===== src/design/irq_pkg.sv =====
package irq_pkg;

	// Register byte offsets on the bus
	localparam logic [7:0] MASK_LOWER_OFF = 8'h00;
	localparam logic [7:0] MASK_UPPER_OFF = 8'h04;
	localparam logic [7:0] STEER_LOWER_OFF = 8'h08;
	localparam logic [7:0] IRQ_PEND_LOWER_OFF = 8'h0C;
	localparam logic [7:0] FIQ_PEND_LOWER_OFF = 8'h10;
	localparam logic [7:0] IRQ_PEND_UPPER_OFF = 8'h14;
	localparam logic [7:0] FIQ_PEND_UPPER_OFF = 8'h18;
	localparam logic [7:0] PRIO_UPPER_OFF = 8'h1C;
	localparam logic [7:0] WD_CTRL_OFF = 8'h20;
	localparam logic [7:0] WD_LOAD_OFF = 8'h24;
	localparam logic [7:0] EVT_STATUS_OFF = 8'h28;
	localparam logic [7:0] EVT_MASK_OFF = 8'h2C;
	localparam logic [7:0] STEER_UPPER_OFF = 8'h30;

	// Field positions
	localparam int DMA0_DONE_BIT = 0;
	localparam int WD_BIT = 17;
	localparam int HIGH_PRIO_BIT = 31;
	localparam int EXT_FIRST_BIT = 27;
	localparam int WD_PRIO_LSB = 2;
	localparam int EVT_WD_BIT = 0;
	localparam int EVT_RESET_BIT = 1;

	// Watchdog unlock words, written in order to enable
	localparam logic [31:0] WD_KEY_FIRST = 32'h1E1E_1E1E;
	localparam logic [31:0] WD_KEY_SECOND = 32'hE1E1_E1E1;

	// Reset values
	localparam logic [31:0] REG_RESET = 32'h0000_0000;
	localparam logic [31:0] WD_LOAD_RESET = 32'h0000_FFFF;
	localparam logic [7:0] CHIP_RESET_CYCLES = 8'h10;

	typedef enum logic [1:0] {WD_OFF, WD_ARMED, WD_RUN} wd_state_type;

endpackage


===== src/design/wd_if.sv =====
`timescale 1ns/1ns
// Signals between the controller and its watchdog counter
interface wd_if;
	logic enable;
	logic [31:0] load;
	logic kick;
	logic expire;

	modport ctrl (output enable, output load, output kick, input expire);
	modport counter (input enable, input load, input kick, output expire);
endinterface


===== src/design/wd_counter.sv =====
`timescale 1ns/1ns
module wd_counter
(
	input wire logic clk,
	input wire logic rst,
	wd_if.counter wd
);
	typedef struct packed
	{
		logic [31:0] count;
		logic expire;
	} cnt_state_type;

	cnt_state_type s_q;
	cnt_state_type s_d;

	// Count down while enabled; expiry is a single pulse, with the reload on the same edge
	always_comb
	begin
		s_d = s_q;
		s_d.expire = 1'b0;
		if (!wd.enable || wd.kick)
			s_d.count = wd.load;
		else if (s_q.count == 32'h0000_0000)
		begin
			s_d.expire = 1'b1;
			s_d.count = wd.load;
		end
		else
			s_d.count = s_q.count - 32'h0000_0001;
	end

	// Registered state
	always_ff @(posedge clk)
	begin
		if (rst)
			s_q <= '0;
		else
			s_q <= s_d;
	end

	assign wd.expire = s_q.expire;

	// A disabled counter never expires
	no_idle_expiry_a: assert property (@(posedge clk) disable iff (rst)
		!$past(wd.enable) |-> !wd.expire)
		else $error("watchdog expired while disabled");
endmodule


===== src/design/ahb_slave.sv =====
`timescale 1ns/1ns
// Zero-wait AHB-Lite front end producing one-cycle register strobes
module ahb_slave
(
	input wire logic clk,
	input wire logic rst,
	input wire logic hsel,
	input wire logic [31:0] haddr,
	input wire logic [1:0] htrans,
	input wire logic hwrite,
	input wire logic hready,
	output logic wr_stb,
	output logic rd_stb,
	output logic [7:0] addr
);
	typedef struct packed
	{
		logic wr;
		logic rd;
		logic [7:0] addr;
	} ph_state_type;

	ph_state_type s_q;
	ph_state_type s_d;

	// Capture a valid address phase; strobe fires in its data phase
	always_comb
	begin
		s_d = s_q;
		s_d.wr = 1'b0;
		s_d.rd = 1'b0;
		if (hsel && hready && htrans[1])
		begin
			s_d.wr = hwrite;
			s_d.rd = !hwrite;
			s_d.addr = haddr[7:0];
		end
	end

	// Registered phase
	always_ff @(posedge clk)
	begin
		if (rst)
			s_q <= '0;
		else
			s_q <= s_d;
	end

	assign wr_stb = s_q.wr;
	assign rd_stb = s_q.rd;
	assign addr = s_q.addr;
endmodule


===== src/design/irq_wd_ctrl.sv =====
`timescale 1ns/1ns
module irq_wd_ctrl
(
	input wire logic CORE_CLK,
	input wire logic RST,
	input wire logic HSEL,
	input wire logic [31:0] HADDR,
	input wire logic [1:0] HTRANS,
	input wire logic HWRITE,
	input wire logic [2:0] HSIZE,
	input wire logic [31:0] HWDATA,
	input wire logic HREADY,
	output logic [31:0] HRDATA,
	output logic HREADYOUT,
	output logic HRESP,
	input wire logic [31:0] SRC_LOWER,
	input wire logic [3:0] SEC_IRQ_N,
	input wire logic HIGH_PRIORITY_IRQ_INPUT_N,
	output logic CORE_IRQ,
	output logic CORE_FIQ,
	output logic CHIP_RESET,
	output logic EVENT_IRQ
);
	typedef struct packed
	{
		logic [31:0] mask_lo;
		logic [31:0] mask_up;
		logic [31:0] steer_lo;
		logic [31:0] steer_up;
		logic [31:0] prio_up;
		logic [31:0] wd_load;
		logic [1:0] evt_status;
		logic [1:0] evt_mask;
		logic wd_latch;
		irq_pkg::wd_state_type wd_state;
		logic [7:0] rst_cnt;
		logic [31:0] rdata;
		logic irq;
		logic fiq;
		logic chip_rst;
		logic evt_irq;
	} ctl_state_type;

	ctl_state_type s_q;
	ctl_state_type s_d;
	logic wr_stb;
	logic rd_stb;
	logic [7:0] reg_addr;
	logic [31:0] raw_lo;
	logic [31:0] raw_up;
	logic [31:0] act_lo;
	logic [31:0] act_up;
	logic [4:0] ext_n;
	logic [4:0] ext_req;

	wd_if wd ();

	ahb_slave bus
	(
		.clk(CORE_CLK),
		.rst(RST),
		.hsel(HSEL),
		.haddr(HADDR),
		.htrans(HTRANS),
		.hwrite(HWRITE),
		.hready(HREADY),
		.wr_stb(wr_stb),
		.rd_stb(rd_stb),
		.addr(reg_addr)
	);

	wd_counter wdc
	(
		.clk(CORE_CLK),
		.rst(RST),
		.wd(wd)
	);

	// One identical request path per external input; the high-priority
	// input is only the top lane, so it can never overtake the others
	assign ext_n = {HIGH_PRIORITY_IRQ_INPUT_N, SEC_IRQ_N};
	generate
		for (genvar g = 0; g < 5; g++)
		begin : ext_path
			assign ext_req[g] = !ext_n[g];
		end
	endgenerate

	// External request bits share one path, no bypass for priority
	always_comb
	begin
		raw_lo = SRC_LOWER;
		raw_lo[irq_pkg::WD_BIT] = s_q.wd_latch;
		raw_up = 32'h0000_0000;
		raw_up[irq_pkg::EXT_FIRST_BIT +: 5] = ext_req;
	end

	// Masking gates every source the same way
	assign act_lo = raw_lo & s_q.mask_lo;
	assign act_up = raw_up & s_q.mask_up;

	assign wd.enable = (s_q.wd_state == irq_pkg::WD_RUN);
	assign wd.load = s_q.wd_load;
	assign wd.kick = wr_stb && reg_addr == irq_pkg::WD_CTRL_OFF
		&& s_q.wd_state == irq_pkg::WD_RUN;

	// Next state: bus writes, watchdog sequence, outcome, outputs
	always_comb
	begin
		s_d = s_q;
		if (wr_stb)
		begin
			unique case (reg_addr)
				irq_pkg::MASK_LOWER_OFF: s_d.mask_lo = HWDATA;
				irq_pkg::MASK_UPPER_OFF: s_d.mask_up = HWDATA;
				irq_pkg::STEER_LOWER_OFF: s_d.steer_lo = HWDATA;
				irq_pkg::STEER_UPPER_OFF: s_d.steer_up = HWDATA;
				irq_pkg::PRIO_UPPER_OFF: s_d.prio_up = HWDATA;
				irq_pkg::WD_LOAD_OFF: s_d.wd_load = HWDATA;
				irq_pkg::EVT_MASK_OFF: s_d.evt_mask = HWDATA[1:0];
				irq_pkg::EVT_STATUS_OFF:
					s_d.evt_status = s_q.evt_status & ~HWDATA[1:0];
				irq_pkg::IRQ_PEND_LOWER_OFF,
				irq_pkg::FIQ_PEND_LOWER_OFF:
					if (HWDATA[irq_pkg::WD_BIT])
						s_d.wd_latch = 1'b0;
				default:;
			endcase
		end
		// Enabling sequence: two keys in order, anything else drops back
		if (wr_stb && reg_addr == irq_pkg::WD_CTRL_OFF)
		begin
			unique case (s_q.wd_state)
				irq_pkg::WD_OFF:
					if (HWDATA == irq_pkg::WD_KEY_FIRST)
						s_d.wd_state = irq_pkg::WD_ARMED;
				irq_pkg::WD_ARMED:
					s_d.wd_state = (HWDATA == irq_pkg::WD_KEY_SECOND)
						? irq_pkg::WD_RUN : irq_pkg::WD_OFF;
				irq_pkg::WD_RUN:;
				default: s_d.wd_state = irq_pkg::WD_OFF;
			endcase
		end
		// Count down first, so a fresh expiry below restarts a full pulse
		if (s_q.rst_cnt != 8'h00)
			s_d.rst_cnt = s_q.rst_cnt - 8'h01;
		// Expiry takes exactly one outcome; set wins over software clear
		if (wd.expire)
		begin
			if (s_q.mask_lo[irq_pkg::WD_BIT])
				s_d.wd_latch = 1'b1;
			else
				s_d.rst_cnt = irq_pkg::CHIP_RESET_CYCLES;
			s_d.evt_status[irq_pkg::EVT_WD_BIT] = 1'b1;
		end
		if (s_q.rst_cnt == irq_pkg::CHIP_RESET_CYCLES)
			s_d.evt_status[irq_pkg::EVT_RESET_BIT] = 1'b1;
		s_d.chip_rst = (s_d.rst_cnt != 8'h00);
		// Steering: set bit routes to FIQ, clear to IRQ
		s_d.irq = |(act_lo & ~s_q.steer_lo) || |(act_up & ~s_q.steer_up);
		s_d.fiq = |(act_lo & s_q.steer_lo) || |(act_up & s_q.steer_up);
		s_d.evt_irq = |(s_d.evt_status & s_d.evt_mask);
		// Read mux, registered so answer is ready in the data phase
		s_d.rdata = 32'h0000_0000;
		unique case (HADDR[7:0])
			irq_pkg::MASK_LOWER_OFF: s_d.rdata = s_q.mask_lo;
			irq_pkg::MASK_UPPER_OFF: s_d.rdata = s_q.mask_up;
			irq_pkg::STEER_LOWER_OFF: s_d.rdata = s_q.steer_lo;
			irq_pkg::STEER_UPPER_OFF: s_d.rdata = s_q.steer_up;
			irq_pkg::IRQ_PEND_LOWER_OFF:
				s_d.rdata = act_lo & ~s_q.steer_lo;
			irq_pkg::FIQ_PEND_LOWER_OFF:
				s_d.rdata = act_lo & s_q.steer_lo;
			irq_pkg::IRQ_PEND_UPPER_OFF: s_d.rdata = act_up & ~s_q.steer_up;
			irq_pkg::FIQ_PEND_UPPER_OFF: s_d.rdata = act_up & s_q.steer_up;
			irq_pkg::PRIO_UPPER_OFF: s_d.rdata = s_q.prio_up;
			irq_pkg::WD_CTRL_OFF:
				s_d.rdata = {30'h0000_0000, s_q.wd_state};
			irq_pkg::WD_LOAD_OFF: s_d.rdata = s_q.wd_load;
			irq_pkg::EVT_STATUS_OFF:
				s_d.rdata = {30'h0000_0000, s_q.evt_status};
			irq_pkg::EVT_MASK_OFF:
				s_d.rdata = {30'h0000_0000, s_q.evt_mask};
			default: s_d.rdata = 32'h0000_0000;
		endcase
	end

	// All masks clear at reset, so every source starts masked
	always_ff @(posedge CORE_CLK)
	begin
		if (RST)
		begin
			s_q <= '0;
			s_q.wd_load <= irq_pkg::WD_LOAD_RESET;
			s_q.wd_state <= irq_pkg::WD_OFF;
		end
		else
			s_q <= s_d;
	end

	// Always zero-wait and OKAY; unmapped reads return zero
	assign HREADYOUT = 1'b1;
	assign HRESP = 1'b0;
	assign HRDATA = s_q.rdata;
	assign CORE_IRQ = s_q.irq;
	assign CORE_FIQ = s_q.fiq;
	assign CHIP_RESET = s_q.chip_rst;
	assign EVENT_IRQ = s_q.evt_irq;

	// Checks on masking, the shared request path and the watchdog outcome;
	// outputs are registered, so most consequents look one edge later
	high_prio_masked_a: assert property (@(posedge CORE_CLK)
		disable iff (RST) !s_q.mask_up[31] && !s_q.steer_up[31]
		&& s_q.mask_up[30:27] == 4'h0 && s_q.mask_lo == 32'h0000_0000
		|=> !CORE_IRQ)
		else $error("masked high-priority input raised IRQ");

	upper_mask_bit_a: assert property (@(posedge CORE_CLK)
		disable iff (RST) wr_stb && reg_addr == irq_pkg::MASK_UPPER_OFF
		|=> s_q.mask_up[31] == $past(HWDATA[31]))
		else $error("upper mask bit 31 not written");

	wd_reset_path_a: assert property (@(posedge CORE_CLK)
		disable iff (RST) wd.expire && !s_q.mask_lo[17]
		|=> ##1 CHIP_RESET)
		else $error("expiry with bit clear did not reset chip");

	wd_irq_path_a: assert property (@(posedge CORE_CLK)
		disable iff (RST) wd.expire && s_q.mask_lo[17] |=> s_q.wd_latch)
		else $error("expiry with bit set did not pend");

	one_outcome_only_a: assert property (@(posedge CORE_CLK)
		disable iff (RST) wd.expire && s_q.mask_lo[17] && !CHIP_RESET
		&& s_q.rst_cnt == 8'h00 |=> ##1 !CHIP_RESET)
		else $error("interrupt expiry also reset chip");

	wd_off_idle_a: assert property (@(posedge CORE_CLK)
		disable iff (RST) s_q.wd_state != irq_pkg::WD_RUN
		|=> !wd.expire)
		else $error("watchdog expired before enabling");

	masked_not_pending_a: assert property (@(posedge CORE_CLK)
		disable iff (RST) rd_stb && reg_addr == irq_pkg::IRQ_PEND_LOWER_OFF
		&& !$past(s_q.mask_lo[0]) |-> !HRDATA[0])
		else $error("masked source read as pending");

	wd_pend_sticky_a: assert property (@(posedge CORE_CLK)
		disable iff (RST) s_q.wd_latch && !wr_stb |=> s_q.wd_latch)
		else $error("watchdog pending bit lost");

	same_path_a: assert property (@(posedge CORE_CLK)
		disable iff (RST) s_q.mask_up[31] && !s_q.steer_up[31]
		&& !HIGH_PRIORITY_IRQ_INPUT_N |=> CORE_IRQ)
		else $error("unmasked high-priority input ignored");

	hp_to_fiq_a: assert property (@(posedge CORE_CLK)
		disable iff (RST) s_q.mask_up[31] && s_q.steer_up[31]
		&& !HIGH_PRIORITY_IRQ_INPUT_N |=> CORE_FIQ)
		else $error("unmasked high-priority input missed FIQ");

	sec_to_irq_a: assert property (@(posedge CORE_CLK)
		disable iff (RST) s_q.mask_up[28] && !s_q.steer_up[28]
		&& !SEC_IRQ_N[1] |=> CORE_IRQ)
		else $error("unmasked secondary request ignored");

	hp_pend_masked_a: assert property (@(posedge CORE_CLK)
		disable iff (RST) rd_stb && reg_addr == irq_pkg::IRQ_PEND_UPPER_OFF
		&& !$past(s_q.mask_up[31]) |-> !HRDATA[31])
		else $error("masked high-priority input read as pending");

	mask_readback_a: assert property (@(posedge CORE_CLK)
		disable iff (RST) rd_stb && reg_addr == irq_pkg::MASK_UPPER_OFF
		|-> HRDATA == $past(s_q.mask_up))
		else $error("upper mask read back wrong");

	quiet_after_mask_a: assert property (@(posedge CORE_CLK)
		disable iff (RST) s_q.mask_lo == 32'h0000_0000
		&& s_q.mask_up == 32'h0000_0000 |=> !CORE_IRQ && !CORE_FIQ)
		else $error("interrupt raised with every source masked");

	chip_reset_start_a: assert property (@(posedge CORE_CLK)
		disable iff (RST) $rose(CHIP_RESET)
		|-> s_q.rst_cnt == irq_pkg::CHIP_RESET_CYCLES)
		else $error("chip reset began without a full count");

	chip_reset_end_a: assert property (@(posedge CORE_CLK)
		disable iff (RST) s_q.rst_cnt == 8'h01 && !wd.expire
		|=> !CHIP_RESET)
		else $error("chip reset outlasted its count");

	expiry_logged_a: assert property (@(posedge CORE_CLK)
		disable iff (RST) wd.expire |=> s_q.evt_status[irq_pkg::EVT_WD_BIT])
		else $error("expiry not logged in event status");

	irq_no_reset_a: assert property (@(posedge CORE_CLK)
		disable iff (RST) wd.expire && s_q.mask_lo[17]
		&& s_q.rst_cnt == 8'h00 |=> s_q.rst_cnt == 8'h00)
		else $error("interrupt expiry started a chip reset");

	reset_no_irq_a: assert property (@(posedge CORE_CLK)
		disable iff (RST) wd.expire && !s_q.mask_lo[17] && !s_q.wd_latch
		|=> !s_q.wd_latch)
		else $error("reset expiry also pended an interrupt");

	wd_to_fiq_a: assert property (@(posedge CORE_CLK)
		disable iff (RST) s_q.wd_latch && s_q.mask_lo[17]
		&& s_q.steer_lo[17] |=> CORE_FIQ)
		else $error("steered watchdog interrupt missed FIQ");

	prio_field_a: assert property (@(posedge CORE_CLK)
		disable iff (RST) wr_stb && reg_addr == irq_pkg::PRIO_UPPER_OFF
		|=> s_q.prio_up[3:2] == $past(HWDATA[3:2]))
		else $error("watchdog priority field not stored");

	key_order_a: assert property (@(posedge CORE_CLK)
		disable iff (RST) s_q.wd_state == irq_pkg::WD_OFF
		|=> s_q.wd_state != irq_pkg::WD_RUN)
		else $error("watchdog started without both keys");

	fiq_masked_a: assert property (@(posedge CORE_CLK)
		disable iff (RST) rd_stb && reg_addr == irq_pkg::FIQ_PEND_LOWER_OFF
		&& !$past(s_q.mask_lo[0]) |-> !HRDATA[0])
		else $error("masked source read as FIQ pending");

	wd_clear_a: assert property (@(posedge CORE_CLK)
		disable iff (RST) wr_stb && reg_addr == irq_pkg::FIQ_PEND_LOWER_OFF
		&& HWDATA[17] && !wd.expire |=> !s_q.wd_latch)
		else $error("watchdog pending bit not cleared");
endmodule


===== config.mk =====
export PLATFORM = sky130hd
export DESIGN_NAME = irq_wd_ctrl
export DESIGN_NICKNAME = d
export VERILOG_FILES = /design/src/design/irq_pkg.sv /design/src/design/wd_if.sv /design/src/design/wd_counter.sv /design/src/design/ahb_slave.sv /design/src/design/irq_wd_ctrl.sv
export SDC_FILE = /design/constraint.sdc
export NUM_CORES = 1
export LEC_CHECK = 0
export BUFFER_PORTS_ARGS = -buffer_cell sky130_fd_sc_hd__clkbuf_2
export CAP_MARGIN = 20
export CORE_MARGIN = 2
export CORE_UTILIZATION = 40
export DETAILED_ROUTE_END_ITERATION = 7
export HOLD_SLACK_MARGIN = 0.12
export SETUP_SLACK_MARGIN = 0.02
export SKIP_LAST_GASP = 1
export SYNTH_ARGS = -nofsm -noshare
export SYNTH_HDL_FRONTEND = slang
export SYNTH_SLANG_ARGS = --single-unit

===== constraint.sdc =====
create_clock -name CORE_CLK -period 3.4 [get_ports CORE_CLK]
set_input_delay 0.68 -clock CORE_CLK [delete_from_list [all_inputs] [get_ports CORE_CLK]]
set_output_delay 0.68 -clock CORE_CLK [all_outputs]
set_load 0.1 [all_outputs]

==> impl_metrics.json <==
{
  "ir_worst_vdd_mv": 0.3727,
  "die_h_um": 188.3,
  "path_class": "flip-flop to flip-flop",
  "cts_hold_buf": 0,
  "period_needed_ns": 2.613,
  "netlist_instances": 1753,
  "fin_skew_ns": 0.01338,
  "wl_per_cell_um": 23.23,
  "vias": 13450,
  "arrival_ns": 3.02,
  "place_congestion": 0.9421,
  "final_cell_mix": "nand2_1 (421), dfxtp_1 (285), a21oi_1 (209), clkbuf_2 (116), nor2_1 (106)",
  "synth_cell_types": 73,
  "ant_nets": 0,
  "avgSynthCellArea_sq_um": 7.753,
  "yosysSeqAreaShare": 0.4198,
  "slew_violations": 0,
  "slowest_stage": "nor4bb_1",
  "crit_path_start_kind": "flip-flop",
  "crit_chain": "nor4bb_1 > and2_0 > nand3_1 > buf_4 > nand2_1 > a21oi_1",
  "ctsResizeCount": 0,
  "synthTopCellsByArea": "dfxtp_1 (42%), nand2_1 (12%), a21oi_1 (7.7%)",
  "worstMarginPinSlew_ns": 1.183,
  "finalCritPeriodShare": 0.7686,
  "core_region_area_sq_um": 33530,
  "ioPinCount": 149,
  "final_common_cell": "nand2_1",
  "fillCellCount": 3386,
  "antenna_found_initial": 0,
  "setup_tns_ns": 0,
  "post-route-drc-count": 0,
  "synth_warnings": 0,
  "rsz0062_at_grt": "false",
  "sw_frac_of_total": 0.2547,
  "r2r_cells": 6,
  "cts_tree": "yes",
  "netlist_area_sq_um": 13590,
  "cts.reportedPaths.clkPinSlew_ns": 0.06,
  "pwr-share-seq": 0.450,
  "r2r_start": "bus.addr[7]",
  "cts_sinks": 285,
  "drt_pass1_iterations": 5,
  "drv_cap": 0,
  "grt_pass1_vias": 12630,
  "initialDrtViolationCount": 1764,
  "path_max_fanout": 19,
  "fin_nets": 1882,
  "switchingPower_mw": 1.973,
  "status": "finished clean",
  "dp_cells": 2181,
  "hpwl_um": 34840,
  "initial_utilization": 0.4053,
  "hold_depth": 2,
  "max_freq_mhz": 382.7,
  "min_from": "HWRITE",
  "cp-end-kind": "flip-flop",
  "grt_max_degree": 103,
  "drt-total-wl_um": 51990,
  "setup_viol_count_final": 0,
  "max_slew_margin": 0.2115,
  "cts_buffers": 31,
  "dieArea_sq_um": 35470,
  "cts_setup_buffers": 0,
  "grt_pass1_wl_um": 77890,
  "fp.dieW_um": 188.3,
  "synth_ff_type": "dfxtp_1",
  "p_clk_frac": 0.461,
  "rows": 67,
  "vias_per_cell": 6.008,
  "p_per_area_nw_per_um2": 501.3,
  "drive_gt1_frac": 0.1425,
  "area_growth_pct": 13.64,
  "synth_top_area_cell": "dfxtp_1",
  "synth-async-reset-ratio": 0,
  "n_antenna_cell": 0,
  "worstPathRequired_ns": 3.80,
  "clk_latency_ns": 0.58,
  "grt_usage": 0.2863,
  "synth_edf_count": 0,
  "p_int_mw": 5.771,
  "ys_ff_latch": 285,
  "leakage_nw": 5.179,
  "numPortBuffers": 117,
  "crit_path_max_incr_delay_ns": 0.70,
  "htreeDepth": 1,
  "final_cells": 2238,
  "syn-num-nets": 1868,
  "pwr-share-comb": 0.089,
  "hold_path.class": "primary input to flip-flop",
  "grt-ovfl-total": 0,
  "crit_start": "bus.addr[7]",
  "yosys.area.top_type_share": 0.4198,
  "hold_viol_final": 0,
  "clockBufferDepth": 3,
  "cts_root_buf": "clkbuf_16"
}
[area by class of cell]
type | count | area (sq um) | area share
clock buffer | 41 | 893.4 | 0.05784
clock inverter | 15 | 181.4 | 0.01175
inverter | 11 | 41.29 | 0.002673
multi-input combinational | 1272 | 7034 | 0.4554
sequential | 285 | 5705 | 0.3694
tap | 448 | 560.5 | 0.03629
timing repair buffer | 166 | 1030 | 0.06667
[critical path, delay by kind of cell (launching register included)]
family                 cells  cell delay, ns
AND/OR/NAND/NOR            4            1.67
flip-flops                 1            0.33
AO/OA/AOI/OAI              1            0.07
buffers and inverters      1            0.39
[synthesized netlist by cell type, drive strengths merged (16+ instances only)]
| cell | n |
|---|---|
| a211oi | 32 |
| a22oi | 26 |
| a31oi | 19 |
| o21ai | 39 |
| nand2 | 421 |
| nor4 | 24 |
| dfxtp | 285 |
| nand4 | 20 |
| clkbuf | 114 |
| xnor2 | 16 |
| nor2 | 108 |
| nand3 | 75 |
| a21oi | 209 |
| buf | 71 |
| a22o | 20 |
| mux2i | 37 |
| nor3 | 28 |
[stage by stage]
step	util	hold WS (ns)	worst slack, ns	power [mW]	instance area, sq um
6_report	0.4606	0.3498	0.7868	7.744	15450
4_1_cts	0.4602	0.3370	0.7766	7.774	15430
3_5_place_dp	0.4281	0.4471	0.6063	4.236	14360
5_1_grt	0.4606	0.3474	0.5161	7.983	15450
2_1_floorplan	-	0.4329	1.044	3.980	13590
3_3_place_gp	0.4281	0.4410	0.6255	4.223	14360
[path summary, 6_finish.rpt]
path	to	slack, ns
worst max-delay path	wd.load[16]	0.79
worst min-delay path	bus.wr_stb	0.35
worst max register to register	wd.load[16]	0.79
worst min register to register	s_q[134]	0.46
[layer usage]
layer  GRT usage  wire (um)  up-vias
met1      0.3949      21720     6364
met2      0.4398      22630      785
met4      0.1235       2392        0
met5           0          0        -
li1            -          -     6166
met3     0.05047       5247      131
[sequential cells by signal (all words and copies together), names as in the netlist]
name	cells
bus.addr	8
s_q	174
CORE_FIQ	1
CHIP_RESET	1
wdc.wd.expire	1
raw_lo	1
wd.load	32
CORE_IRQ	1
wdc.s_q	32
HRDATA	32
EVENT_IRQ	1
bus.wr_stb	1
[power by group through the flow]
stage          Combinational [mW]  Sequential (mW)  Clock (mW)
3_5_place_dp                0.678             3.56           0
3_3_place_gp                0.668             3.56           0
4_1_cts                     0.682             3.48        3.61
5_1_grt                     0.743             3.49        3.75
6_report                    0.688             3.48        3.57
2_1_floorplan               0.407             3.57           0
[kinds of logic after synthesis]
| group | after synthesis | share of synthesized area |
|---|---|---|
| flip-flops | 285 | 0.4198 |
| multiplexers | 43 | 0.03222 |
| AND/OR/NAND/NOR | 771 | 0.2637 |
| XOR/XNOR | 29 | 0.01869 |
| adder cells (fa/ha/maj) | 4 | 0.003682 |
| buffers and inverters | 196 | 0.06692 |
| other | 2 | 0.0005525 |
| AO/OA/AOI/OAI | 423 | 0.1944 |
(Power assumes the default switching activity.)
